**src/rcl_pkg.sv**
```systemverilog
// Constants and types for the reset, strap capture and EEPROM loader block
package rcl_pkg;
	// Timing
	localparam int CLK_PERIOD_NS = 50;
	localparam int QUIESCE_NS    = 415;
	localparam int POR_US        = 415;
	localparam int LOAD_MAX_US   = 320;
	localparam int QUIESCE_CYC   = (QUIESCE_NS + CLK_PERIOD_NS - 1) / CLK_PERIOD_NS;
	localparam int POR_CYC       = (POR_US * 1000 + CLK_PERIOD_NS - 1) / CLK_PERIOD_NS;
	localparam int LOAD_MAX_CYC  = (LOAD_MAX_US * 1000) / CLK_PERIOD_NS;
	localparam int SK_HALF_CYC   = 10;
	// Register offsets
	localparam logic [7:0] ADDR_CFG_A  = 8'h00;
	localparam logic [7:0] ADDR_CFG_B  = 8'h01;
	localparam logic [7:0] ADDR_CFG_C  = 8'h02;
	localparam logic [7:0] ADDR_STATUS = 8'h03;
	localparam logic [7:0] ADDR_PROM   = 8'h10;
	// Field positions and reset values
	localparam int CFGA_IOMODE_BIT  = 7;
	localparam int CFGB_LINKDIS_BIT = 5;
	localparam int CFGB_STOREGO_BIT = 4;
	localparam logic [7:0] CFG_A_RST = 8'h00;
	localparam logic [7:0] CFG_B_RST = 8'h00;
	localparam logic [7:0] CFG_C_RST = 8'h00;
	// Serial EEPROM: 16 words of 16 bits
	localparam int EE_WORDS  = 16;
	localparam int EE_ADDR_W = 6;
	localparam int DATA_W    = 16;
	localparam int CMD_W     = 1 + 2 + EE_ADDR_W + DATA_W;
	localparam logic [4:0] SHORT_LEN = 5'(1 + 2 + EE_ADDR_W);
	localparam logic [4:0] LONG_LEN  = 5'(CMD_W);
	localparam logic [1:0] OP_READ  = 2'h2;
	localparam logic [1:0] OP_WRITE = 2'h1;
	localparam logic [1:0] OP_MISC  = 2'h0;
	localparam logic [EE_ADDR_W-1:0] EWEN_ADDR      = 6'h30;
	localparam logic [EE_ADDR_W-1:0] EWDS_ADDR      = 6'h00;
	localparam logic [EE_ADDR_W-1:0] EE_CFG_WORD    = 6'(EE_WORDS - 2);
	localparam logic [EE_ADDR_W-1:0] EE_TOP_WORD    = 6'(EE_WORDS - 1);
	localparam logic [EE_ADDR_W-1:0] EE_WIDE_WORD   = 6'h07;
	localparam logic [EE_ADDR_W-1:0] EE_NARROW_WORD = 6'h08;
	localparam logic [7:0] TOP_BYTE_MARK = 8'h73;
	localparam int PROM_WORDS = 8;
	localparam int SHM_WORDS  = 4;
	localparam int IOM_WORDS  = 7;
	// State machines
	typedef enum logic [4:0] {
		ENG_IDLE  = 5'h01,
		ENG_SHIFT = 5'h02,
		ENG_READ  = 5'h04,
		ENG_GAP   = 5'h08,
		ENG_BUSY  = 5'h10
	} rcl_eng_t;
	typedef enum logic [2:0] {
		SEQ_IDLE  = 3'h1,
		SEQ_LOAD  = 3'h2,
		SEQ_STORE = 3'h4
	} rcl_seq_t;
endpackage

```
**src/rcl_reset_config_loader.sv**
```systemverilog
// Reset qualification, strap capture and serial EEPROM loader
module rcl_reset_config_loader
	import rcl_pkg::*;
#(
	parameter int POR_CYCLES  = POR_CYC,
	parameter int LOAD_CYCLES = LOAD_MAX_CYC,
	parameter int SK_HALF     = SK_HALF_CYC
) (
	// Clock and device reset
	input  wire logic        ref_clk,
	input  wire logic        reset_n,
	// Host reset and strap pins
	input  wire logic        hostReset,
	input  wire logic [23:0] strapIn,
	input  wire logic        eepromConfigSelect,
	input  wire logic        busWidthStrap,
	output logic             strapPullDown,
	// Internal status
	output logic             outputQuiesce,
	output logic             configCaptureWindow,
	output logic             accessBlocked,
	output logic             linkTestDisable,
	// Register port
	input  wire logic [7:0]  regAddr,
	input  wire logic [7:0]  regWrData,
	input  wire logic        regWr,
	input  wire logic        regRd,
	output logic [7:0]       regRdData,
	// Serial EEPROM
	output logic             eeCs,
	output logic             eeSk,
	output logic             eeDi,
	input  wire logic        eeDo
);
	localparam int CW = $clog2(POR_CYCLES + 1);

	function automatic logic [CMD_W-1:0] cmdWord(input logic [1:0] op, input logic [EE_ADDR_W-1:0] addr,
			input logic [DATA_W-1:0] data);
		cmdWord = {1'b1, op, addr, data};
	endfunction

	function automatic logic [EE_ADDR_W-1:0] loadAddr(input logic [3:0] step, input logic [3:0] cfgN,
			input logic io, input logic wide);
		logic [3:0] p;
		p = step - cfgN;
		if (step < cfgN) begin
			loadAddr = EE_CFG_WORD + EE_ADDR_W'(step);
		end else if (io && p == 4'(IOM_WORDS)) begin
			loadAddr = wide ? EE_WIDE_WORD : EE_NARROW_WORD;
		end else begin
			loadAddr = EE_ADDR_W'(p);
		end
	endfunction

	logic [CW-1:0]    hostCnt_q;
	logic             hostPrev_q;
	logic             resetFell;
	logic             loadReq_q;
	logic             cfgSel_q;
	logic             wide_q;
	logic [7:0]       cfgA_q;
	logic [7:0]       cfgB_q;
	logic [7:0]       cfgC_q;
	logic [15:0]      promStore_q [PROM_WORDS];
	logic [7:0]       divCnt_q;
	logic             tick;
	rcl_eng_t         engState_q;
	logic [CMD_W-1:0] cmdSr_q;
	logic [4:0]       bitCnt_q;
	logic [4:0]       rxCnt_q;
	logic [15:0]      rxSr_q;
	logic             engRead_q;
	logic             engWait_q;
	logic             engDone_q;
	logic             engKick;
	logic             engAccept;
	logic [CMD_W-1:0] kickCmd;
	logic [4:0]       kickLen;
	logic             kickRead;
	logic             kickWait;
	rcl_seq_t         seqState_q;
	logic [3:0]       step_q;
	logic             waitEng_q;
	logic [3:0]       cfgN;
	logic [3:0]       loadTotal;
	logic [3:0]       promIdx;
	logic             hostWr;
	logic             cfgBWrite;
	logic [1:0]       storeCnt_q;
	logic             storeGo_q;
	logic             storeStart_q;
	logic [7:0]       stashA_q;
	logic [7:0]       stashB_q;
	logic [7:0]       stashC_q;
	logic [15:0]      loadCnt_q;

	// Host reset timing
	assign resetFell = hostPrev_q && !hostReset;

	always_ff @(posedge ref_clk or negedge reset_n) begin
		if (!reset_n) begin
			hostCnt_q  <= '0;
			hostPrev_q <= 1'b0;
		end else begin
			hostPrev_q <= hostReset;
			if (!hostReset) begin
				hostCnt_q <= '0;
			end else if (hostCnt_q != CW'(POR_CYCLES)) begin
				hostCnt_q <= hostCnt_q + 1'b1;
			end
		end
	end

	always_ff @(posedge ref_clk or negedge reset_n) begin
		if (!reset_n) begin
			outputQuiesce <= 1'b0;
		end else begin
			outputQuiesce <= hostReset && (hostCnt_q >= CW'(QUIESCE_CYC - 1));
		end
	end

	always_ff @(posedge ref_clk or negedge reset_n) begin
		if (!reset_n) begin
			configCaptureWindow <= 1'b0;
		end else if (!hostReset) begin
			configCaptureWindow <= 1'b0;
		end else if (hostCnt_q >= CW'(POR_CYCLES - 1)) begin
			configCaptureWindow <= 1'b1;
		end
	end

	assign strapPullDown = outputQuiesce || configCaptureWindow;

	always_ff @(posedge ref_clk or negedge reset_n) begin
		if (!reset_n) begin
			loadReq_q <= 1'b0;
			cfgSel_q  <= 1'b0;
			wide_q    <= 1'b0;
		end else if (resetFell && configCaptureWindow) begin
			loadReq_q <= 1'b1;
			cfgSel_q  <= eepromConfigSelect;
			wide_q    <= busWidthStrap;
		end else if (seqState_q == SEQ_IDLE && !outputQuiesce) begin
			loadReq_q <= 1'b0;
		end
	end

	// Serial clock divider
	assign tick = (divCnt_q == 8'(SK_HALF - 1));

	always_ff @(posedge ref_clk or negedge reset_n) begin
		if (!reset_n) begin
			divCnt_q <= 8'h00;
		end else begin
			divCnt_q <= tick ? 8'h00 : divCnt_q + 8'h01;
		end
	end

	assign engAccept = engKick && tick && (engState_q == ENG_IDLE);

	always_ff @(posedge ref_clk or negedge reset_n) begin
		if (!reset_n) begin
			engState_q <= ENG_IDLE;
			cmdSr_q    <= '0;
			bitCnt_q   <= 5'h00;
			rxCnt_q    <= 5'h00;
			rxSr_q     <= 16'h0000;
			engRead_q  <= 1'b0;
			engWait_q  <= 1'b0;
			engDone_q  <= 1'b0;
			eeCs       <= 1'b0;
			eeSk       <= 1'b0;
			eeDi       <= 1'b0;
		end else if (outputQuiesce) begin
			engState_q <= ENG_IDLE;
			engDone_q  <= 1'b0;
			eeCs       <= 1'b0;
			eeSk       <= 1'b0;
			eeDi       <= 1'b0;
		end else begin
			engDone_q <= 1'b0;
			case (engState_q)
				ENG_IDLE: begin
					if (engAccept) begin
						cmdSr_q    <= kickCmd;
						bitCnt_q   <= kickLen;
						engRead_q  <= kickRead;
						engWait_q  <= kickWait;
						eeCs       <= 1'b1;
						eeDi       <= kickCmd[CMD_W-1];
						engState_q <= ENG_SHIFT;
					end
				end
				ENG_SHIFT: begin
					if (tick && !eeSk) begin
						eeSk <= 1'b1;
					end else if (tick) begin
						eeSk <= 1'b0;
						if (bitCnt_q == 5'h01) begin
							eeDi       <= 1'b0;
							rxCnt_q    <= 5'(DATA_W);
							engState_q <= engRead_q ? ENG_READ : ENG_GAP;
						end else begin
							cmdSr_q  <= {cmdSr_q[CMD_W-2:0], 1'b0};
							eeDi     <= cmdSr_q[CMD_W-2];
							bitCnt_q <= bitCnt_q - 5'h01;
						end
					end
				end
				ENG_READ: begin
					if (tick && !eeSk) begin
						eeSk <= 1'b1;
					end else if (tick) begin
						eeSk    <= 1'b0;
						rxSr_q  <= {rxSr_q[14:0], eeDo};
						rxCnt_q <= rxCnt_q - 5'h01;
						if (rxCnt_q == 5'h01) begin
							engState_q <= ENG_GAP;
						end
					end
				end
				ENG_GAP: begin
					if (tick) begin
						eeCs       <= 1'b0;
						engDone_q  <= !engWait_q;
						engState_q <= engWait_q ? ENG_BUSY : ENG_IDLE;
					end
				end
				ENG_BUSY: begin
					// Ready shows as data-out high while selected
					if (tick && !eeCs) begin
						eeCs <= 1'b1;
					end else if (tick && eeDo) begin
						eeCs       <= 1'b0;
						engDone_q  <= 1'b1;
						engState_q <= ENG_IDLE;
					end
				end
				default: begin
					engState_q <= ENG_IDLE;
				end
			endcase
		end
	end

	assign cfgN = cfgSel_q ? 4'h2 : 4'h0;
	// I/O mode word count plus appended word
	assign loadTotal = cfgN + (cfgA_q[CFGA_IOMODE_BIT] ? 4'(IOM_WORDS + 1) : 4'(SHM_WORDS));
	assign promIdx = step_q - cfgN;
	assign engKick = (seqState_q != SEQ_IDLE) && !waitEng_q;

	always_comb begin
		kickCmd  = cmdWord(OP_READ, loadAddr(step_q, cfgN, cfgA_q[CFGA_IOMODE_BIT], wide_q), 16'h0000);
		kickLen  = SHORT_LEN;
		kickRead = 1'b1;
		kickWait = 1'b0;
		if (seqState_q == SEQ_STORE) begin
			kickRead = 1'b0;
			case (step_q)
				4'h0: begin
					kickCmd = cmdWord(OP_MISC, EWEN_ADDR, 16'h0000);
				end
				4'h1: begin
					kickCmd  = cmdWord(OP_WRITE, EE_CFG_WORD, {stashB_q, stashA_q});
					kickLen  = LONG_LEN;
					kickWait = 1'b1;
				end
				4'h2: begin
					kickCmd  = cmdWord(OP_WRITE, EE_TOP_WORD, {TOP_BYTE_MARK, stashC_q});
					kickLen  = LONG_LEN;
					kickWait = 1'b1;
				end
				default: begin
					kickCmd = cmdWord(OP_MISC, EWDS_ADDR, 16'h0000);
				end
			endcase
		end
	end

	always_ff @(posedge ref_clk or negedge reset_n) begin
		if (!reset_n) begin
			seqState_q <= SEQ_IDLE;
			step_q     <= 4'h0;
			waitEng_q  <= 1'b0;
		end else if (outputQuiesce) begin
			seqState_q <= SEQ_IDLE;
			step_q     <= 4'h0;
			waitEng_q  <= 1'b0;
		end else begin
			case (seqState_q)
				SEQ_IDLE: begin
					step_q <= 4'h0;
					// load once the window has closed
					if (loadReq_q && !configCaptureWindow) begin
						seqState_q <= SEQ_LOAD;
					end else if (storeStart_q) begin
						seqState_q <= SEQ_STORE;
					end
				end
				SEQ_LOAD, SEQ_STORE: begin
					if (engAccept) begin
						waitEng_q <= 1'b1;
					end else if (engDone_q) begin
						waitEng_q <= 1'b0;
						step_q    <= step_q + 4'h1;
						if ((seqState_q == SEQ_LOAD && step_q == loadTotal - 4'h1) ||
								(seqState_q == SEQ_STORE && step_q == 4'h3)) begin
							seqState_q <= SEQ_IDLE;
						end
					end
				end
				default: begin
					seqState_q <= SEQ_IDLE;
				end
			endcase
		end
	end

	assign accessBlocked = outputQuiesce || loadReq_q || (seqState_q == SEQ_LOAD);
	assign hostWr = regWr && !accessBlocked;
	assign cfgBWrite = hostWr && (regAddr == ADDR_CFG_B) && !storeGo_q;
	assign linkTestDisable = cfgB_q[CFGB_LINKDIS_BIT];

	always_ff @(posedge ref_clk or negedge reset_n) begin
		if (!reset_n) begin
			cfgA_q <= CFG_A_RST;
			cfgB_q <= CFG_B_RST;
			cfgC_q <= CFG_C_RST;
		end else if (resetFell && configCaptureWindow) begin
			cfgA_q <= strapIn[7:0];
			cfgB_q <= strapIn[15:8];
			cfgC_q <= strapIn[23:16];
		end else if (seqState_q == SEQ_LOAD && engDone_q && step_q < cfgN) begin
			// A and B in lower word, C in top low byte
			if (step_q == 4'h0) begin
				cfgA_q <= rxSr_q[7:0];
				cfgB_q <= rxSr_q[15:8] & ~(8'h01 << CFGB_STOREGO_BIT);
			end else begin
				cfgC_q <= rxSr_q[7:0];
			end
		end else if (hostWr && regAddr == ADDR_CFG_A) begin
			cfgA_q <= regWrData;
		end else if (cfgBWrite && storeCnt_q == 2'h0) begin
			cfgB_q <= regWrData & ~(8'h01 << CFGB_STOREGO_BIT);
		end
	end

	always_ff @(posedge ref_clk or negedge reset_n) begin
		if (!reset_n) begin
			for (int i = 0; i < PROM_WORDS; i++) begin
				promStore_q[i] <= 16'h0000;
			end
		end else if (seqState_q == SEQ_LOAD && engDone_q && step_q >= cfgN) begin
			promStore_q[promIdx[2:0]] <= rxSr_q;
		end
	end

	// Write-back collection
	always_ff @(posedge ref_clk or negedge reset_n) begin
		if (!reset_n) begin
			storeCnt_q   <= 2'h0;
			storeGo_q    <= 1'b0;
			storeStart_q <= 1'b0;
			stashA_q     <= 8'h00;
			stashB_q     <= 8'h00;
			stashC_q     <= 8'h00;
		end else if (outputQuiesce) begin
			storeCnt_q   <= 2'h0;
			storeGo_q    <= 1'b0;
			storeStart_q <= 1'b0;
		end else begin
			storeStart_q <= 1'b0;
			if (cfgBWrite && regWrData[CFGB_STOREGO_BIT]) begin
				// first of three values is B
				storeCnt_q <= 2'h1;
				storeGo_q  <= 1'b1;
				stashB_q   <= regWrData & ~(8'h01 << CFGB_STOREGO_BIT);
			end else if (hostWr && regAddr == ADDR_CFG_B && storeCnt_q != 2'h0) begin
				// next writes give A then C
				if (storeCnt_q == 2'h1) begin
					stashA_q   <= regWrData;
					storeCnt_q <= 2'h2;
				end else begin
					stashC_q     <= regWrData;
					storeCnt_q   <= 2'h0;
					storeStart_q <= 1'b1;
				end
			end else if (seqState_q == SEQ_STORE && engDone_q && step_q == 4'h3) begin
				storeGo_q <= 1'b0;
			end
		end
	end

	// Read data stands only in the cycle after the strobe
	always_ff @(posedge ref_clk or negedge reset_n) begin
		if (!reset_n) begin
			regRdData <= 8'h00;
		end else begin
			regRdData <= 8'h00;
			if (regRd && !accessBlocked) begin
				if (regAddr == ADDR_CFG_A) begin
					regRdData <= cfgA_q;
				end else if (regAddr == ADDR_CFG_B) begin
					regRdData <= cfgB_q | (8'(storeGo_q) << CFGB_STOREGO_BIT);
				end else if (regAddr == ADDR_CFG_C) begin
					regRdData <= cfgC_q;
				end else if (regAddr == ADDR_STATUS) begin
					regRdData <= {5'h00, wide_q, cfgSel_q, storeGo_q};
				end else if (regAddr[7:4] == ADDR_PROM[7:4]) begin
					regRdData <= regAddr[0] ? promStore_q[regAddr[3:1]][15:8] : promStore_q[regAddr[3:1]][7:0];
				end
			end
		end
	end

	// Load duration monitor
	always_ff @(posedge ref_clk or negedge reset_n) begin
		if (!reset_n) begin
			loadCnt_q <= 16'h0000;
		end else if (seqState_q != SEQ_LOAD) begin
			loadCnt_q <= 16'h0000;
		end else if (loadCnt_q != 16'hffff) begin
			loadCnt_q <= loadCnt_q + 16'h0001;
		end
	end

	// Consecutive host reset samples, kept apart from the timer for the quiesce check
	logic [3:0] hostRun_q;

	always_ff @(posedge ref_clk or negedge reset_n) begin
		if (!reset_n) begin
			hostRun_q <= 4'h0;
		end else if (!hostReset) begin
			hostRun_q <= 4'h0;
		end else if (hostRun_q != 4'hf) begin
			hostRun_q <= hostRun_q + 4'h1;
		end
	end
endmodule

```
**config.mk**
```make
export PLATFORM = sky130hd
export DESIGN_NAME = rcl_reset_config_loader
export DESIGN_NICKNAME = d
export VERILOG_FILES = /design/src/rcl_pkg.sv /design/src/rcl_reset_config_loader.sv
export SDC_FILE = /design/constraint.sdc
export NUM_CORES = 1
export LEC_CHECK = 0
export ABC_AREA = 1
export BUFFER_PORTS_ARGS = -buffer_cell sky130_fd_sc_hd__buf_2
export CAP_MARGIN = 10
export CORE_MARGIN = 2
export CORE_UTILIZATION = 50
export CTS_CLUSTER_SIZE = 25
export DETAILED_ROUTE_END_ITERATION = 8
export PLACE_DENSITY_LB_ADDON = 0.05
export SYNTH_ARGS = -nofsm -noshare
export SYNTH_HDL_FRONTEND = slang
export SYNTH_SLANG_ARGS = --single-unit
```
**constraint.sdc**
```tcl
create_clock -name ref_clk -period 2.7 [get_ports ref_clk]
set_input_delay 0.135 -clock ref_clk [delete_from_list [all_inputs] [get_ports ref_clk]]
set_output_delay 0.135 -clock ref_clk [all_outputs]
set_load 0.02 [all_outputs]
```
==> results.txt <==
* Area added between synthesis and finish: 15.5%
- The initial antenna violation count was 0.
- Mean routed wirelength per cell: 16.7 um
* Proportion of register bits with asynchronous set or reset after synthesis: 1.00
- The final count of pins violating max slew came to 0.
* Detailed Routing Iterations Pass 1: 5
- Number of placement rows: 61
- The worst-case IR drop observed on VDD is 563 uV.
- In this run the post-CTS setup repair buffer count came out at 0.
* Floorplan die width: 171 um
- For the worst setup path, the data required time is 3060 ps.
- Vertical extent of the die: 171 um
* Buf+Inv Stages, Crit Path: 2
- Antenna cells: 0
- After clock tree synthesis, the repair step resized 0 gates.
- The via count of the first global-routing pass came to 11438.
- Post-synthesis mux area share: 0
- At the later pin of the worst-skew pair, clock insertion delay measures 510 ps.
- Worst hold slack: 11.6 ps
* Arrival time worst endpoint: 2660 ps
- Once layout is done, the placed cells without fillers occupy 0.0161 mm2.
- The initial utilization of the core area, before any placement, comes to 0.505.
* Clock buffer count from CTS: 34
* Detail Placement HPWL: 25.6 mm
- Ranked by total cell area, the synthesized netlist is headed by dfrtp_1 51%, nand2_1 14%, o21ai_0 9.0%, inv_1 4.3%, nand3_1 3.8%.
* Worst slew margin: 0.460
- Wires add up to 37.7 mm.
- The total overflow left after global routing is 0.
- Setup violations remaining at the end of the flow were counted as 0.
* Synth warn: 0
- Biggest cell delay along the critical path: 440 ps
- Num ports: 64
* Cell with the biggest individual delay on the critical path: dfrtp_1
- The clock net in this run drives a total of 284 sinks.
* Clock Tree Buf Depth: 3
- Category of the critical setup timing path: reg -> reg
- Total Neg Setup Slack: 0 ps
- Synthesis produced a netlist with a net count of 1841.
- Yosys mapped the design onto 47 distinct sky130hd cell types.
- Compound-cell area share of the yosys netlist: 0.147
- Via count: 12028
* Unrepaired setup endpoints after global routing: false
- Of the synthesized area, sequential elements account for 0.509.
- Traced cell by cell, the critical path runs through inv_1 > ha_1 > nand2_2 > nor2_4 > nand2_2 > nor2_4 > inv_1 > nand2_1 > o21ai_0.
* Port Buf Inserts: 63
- Fill cells in the final layout number 2554.
- The first routing iteration left 915 violations.
* Layout Nets: 1922
- The worst setup path is captured at a register.
- Synth Instances: 1776
* CTS tree: yes
* Die outline area: 0.0293 mm2
- Dominant combinational cell family by area after synthesis: simple AND/OR/NAND/NOR gates
- Of the total synthesized cell area, the portion taken by AND, OR, NAND and NOR gates is 0.252.
- The worst hold path belongs to the class in -> reg.
- For the pin with the worst max-slew slack, the measured transition is 810 ps.
* Largest net degree at the start of global routing: 71
- The synthesized netlist occupies a cell area of 0.0140 mm2.
* Remaining design rule violation count: 0
* Synth Area in Adders: 0.0152
- Timing would allow up to 435 MHz.
- Number of hold violations in the final report: 0
* Portion of the clock cycle consumed by the worst path in the final layout: 0.851
- Worst-case setup margin in the final layout: 403 ps
* Overall track demand over capacity in global routing: 0.265
- Once detail routing completed, the nets flagged for antenna violations numbered 0.
- Fraction of final layout cells sized beyond drive strength 1: 0.103
* Via-per-instance ratio: 5.33
- The most used flip-flop cell after synthesis is dfrtp_1.
- Routability-driven placement finished with a final weighted congestion of 0.872.
- The flow ran to the end, and the final reports show no timing, DRC or antenna violations.
- The routed design could run at a clock period as short as 2300 ps.
* Crit Path Max Fanout: 15
- Standard cell area after detailed placement: 0.0147 mm2
- Clock tree synthesis selected as its root buffer the cell clkbuf_16.
- Among cell families on the critical path, the largest total delay comes from simple AND/OR/NAND/NOR gates.
- Quantity of hold-fixing buffers added after cts: 24
* XOR/XNOR Fraction of Synth Area: 0.00753
- Cell Pwr Density: 720 mW/mm2
- dfrtp_1 takes more of the synthesized area than any other cell.
- Leakage dissipation: 7.76 nW
* Standard cell core area: 0.0276 mm2
- Clock-pin transition on the worst setup and hold timing paths: 60 ps
- Number of enable-type register cells in the synthesized netlist: 0
- Dividing the synthesized area by the synthesized cell count gives 7.86 um2.
* First-pass GRT wire length: 61.1 mm
- Yosys top cell area share: 0.505
* Nature of the critical path startpoint: register
- Across the routed clock network, the largest skew measured is 14.8 ps.
- The H-tree was split into 2 levels.
* Max-cap viol count: 0
- After synthesis the netlist holds a flip-flop and latch count of 284.
- Before CTS, the worst setup slack after placement is 438 ps.
==> layout by cell type (no fill, tap or decap), types with 3 or more instances in the layout <==
master	count
dfrtp_1	282
buf_2	62
o21ai_0	252
xnor2_1	6
nand3_1	107
inv_1	161
nor2_4	4
o21ai_1	12
or2_2	6
ha_1	17
o21ai_2	8
a22o_1	8
nand2_2	3
nand2_1	535
nor2_2	3
clkbuf_8	9
nand3b_1	3
nor3_1	20
o2111ai_1	4
clkbuf_16	35
dlygate4sd3_1	24
o211ai_1	17
xor2_1	6
o22ai_1	9
clkinv_2	7
clkbuf_1	4
nor3_4	3
buf_4	35
bufinv_16	3
nor2_1	132
nand4_1	12
a21oi_1	63
==> power by group <==
part	leakage (nW)	internal, mW	switching [mW]	total (mW)
clock network	0.575	2.90	1.74	4.63
registers	3.84	4.53	0.174	4.70
logic	3.34	0.690	1.57	2.26
total	7.76	8.12	3.49	11.6
==> path summary, 6_finish.rpt <==
kind                                        from  slack (ps)                            to  depth (start not counted)
setup / recovery           step_q[1]$_DFFE_PN0P_         400         cfgB_q[7]$_DFFE_PN0P_                          9
max in group asynchronous                reset_n        1720  promStore_q[107]$_DFFE_PN0P_                          3
hold reg to reg            loadReq_q$_DFFE_PN0P_         480         loadReq_q$_DFFE_PN0P_                          2
hold / removal                      regWrData[2]          10       stashA_q[2]$_DFFE_PN0P_                          3
setup reg to reg           step_q[1]$_DFFE_PN0P_         400         cfgB_q[7]$_DFFE_PN0P_                          9
min in group asynchronous                reset_n         190        rxCnt_q[4]$_DFFE_PN0P_                          2
==> kinds of logic after synthesis <==
family,count (synthesis)
simple gates,839
compound gates,381
fa+ha+maj,17
buf+inv,243
xor+xnor,12
flops,284
==> cells in the mapped netlist (4+ instances only) <==
cell type / count
nand2_1: 535
dfrtp_1: 282
o21ai_0: 252
inv_1: 161
nor2_1: 132
nand3_1: 107
a21oi_1: 63
clkbuf_1: 56
nor3_1: 20
ha_1: 17
o211ai_1: 17
buf_2: 14
nand4_1: 12
o21ai_1: 12
o22ai_1: 9
a22o_1: 8
o21ai_2: 8
or2_2: 6
xnor2_1: 6
xor2_1: 6
buf_1: 4
buf_4: 4
nor2_4: 4
o2111ai_1: 4
==> registers in the layout, summed over array words and instances, names as in the netlist, 2 cells and up <==
signal / count
rxCnt_q: 5
cfgC_q: 8
engState_q: 5
stashA_q: 8
stashB_q: 7
bitCnt_q: 5
step_q: 4
hostCnt_q: 14
rxSr_q: 16
cmdSr_q: 24
stashC_q: 8
regRdData: 8
storeCnt_q: 2
cfgA_q: 8
divCnt_q: 8
promStore_q: 128
cfgB_q: 8
seqState_q: 3
==> layer usage <==
metal	up-vias	part of all wire	GRT usage
met4	0	0.027	0.0870
met2	315	0.48	0.440
met1	5726	0.44	0.357
met3	64	0.049	0.0396
li1	5923	-	-
met5	-	0	0
==> through the flow <==
step,instances,power [mW],util
5_1_grt,2258,12.3,0.583
3_3_place_gp,2175,6.98,0.533
3_5_place_dp,2175,7.01,0.533
2_1_floorplan,1776,6.38,-
6_report,2258,11.6,0.583
4_1_cts,2258,11.7,0.583
==> worst register-to-register path, cell delays in order (launching register included) <==
cell	delay, ps
dfrtp_1	440
inv_1	160
ha_1	210
nand2_2	120
nor2_4	160
nand2_2	170
nor2_4	190
inv_1	160
nand2_1	360
o21ai_0	190
==> layout make-up <==
cell class / count / area [um2] / share of cell area
flip-flops and latches: 284 / 7110 / 0.441
multi-input cells: 1249 / 5910 / 0.366
clock buffers: 48 / 1010 / 0.0629
repair buffers: 124 / 868 / 0.0539
inverters: 164 / 616 / 0.0382
well taps: 378 / 473 / 0.0293
clock inverters: 11 / 134 / 0.00830
Power figures use the tool's default switching activity.
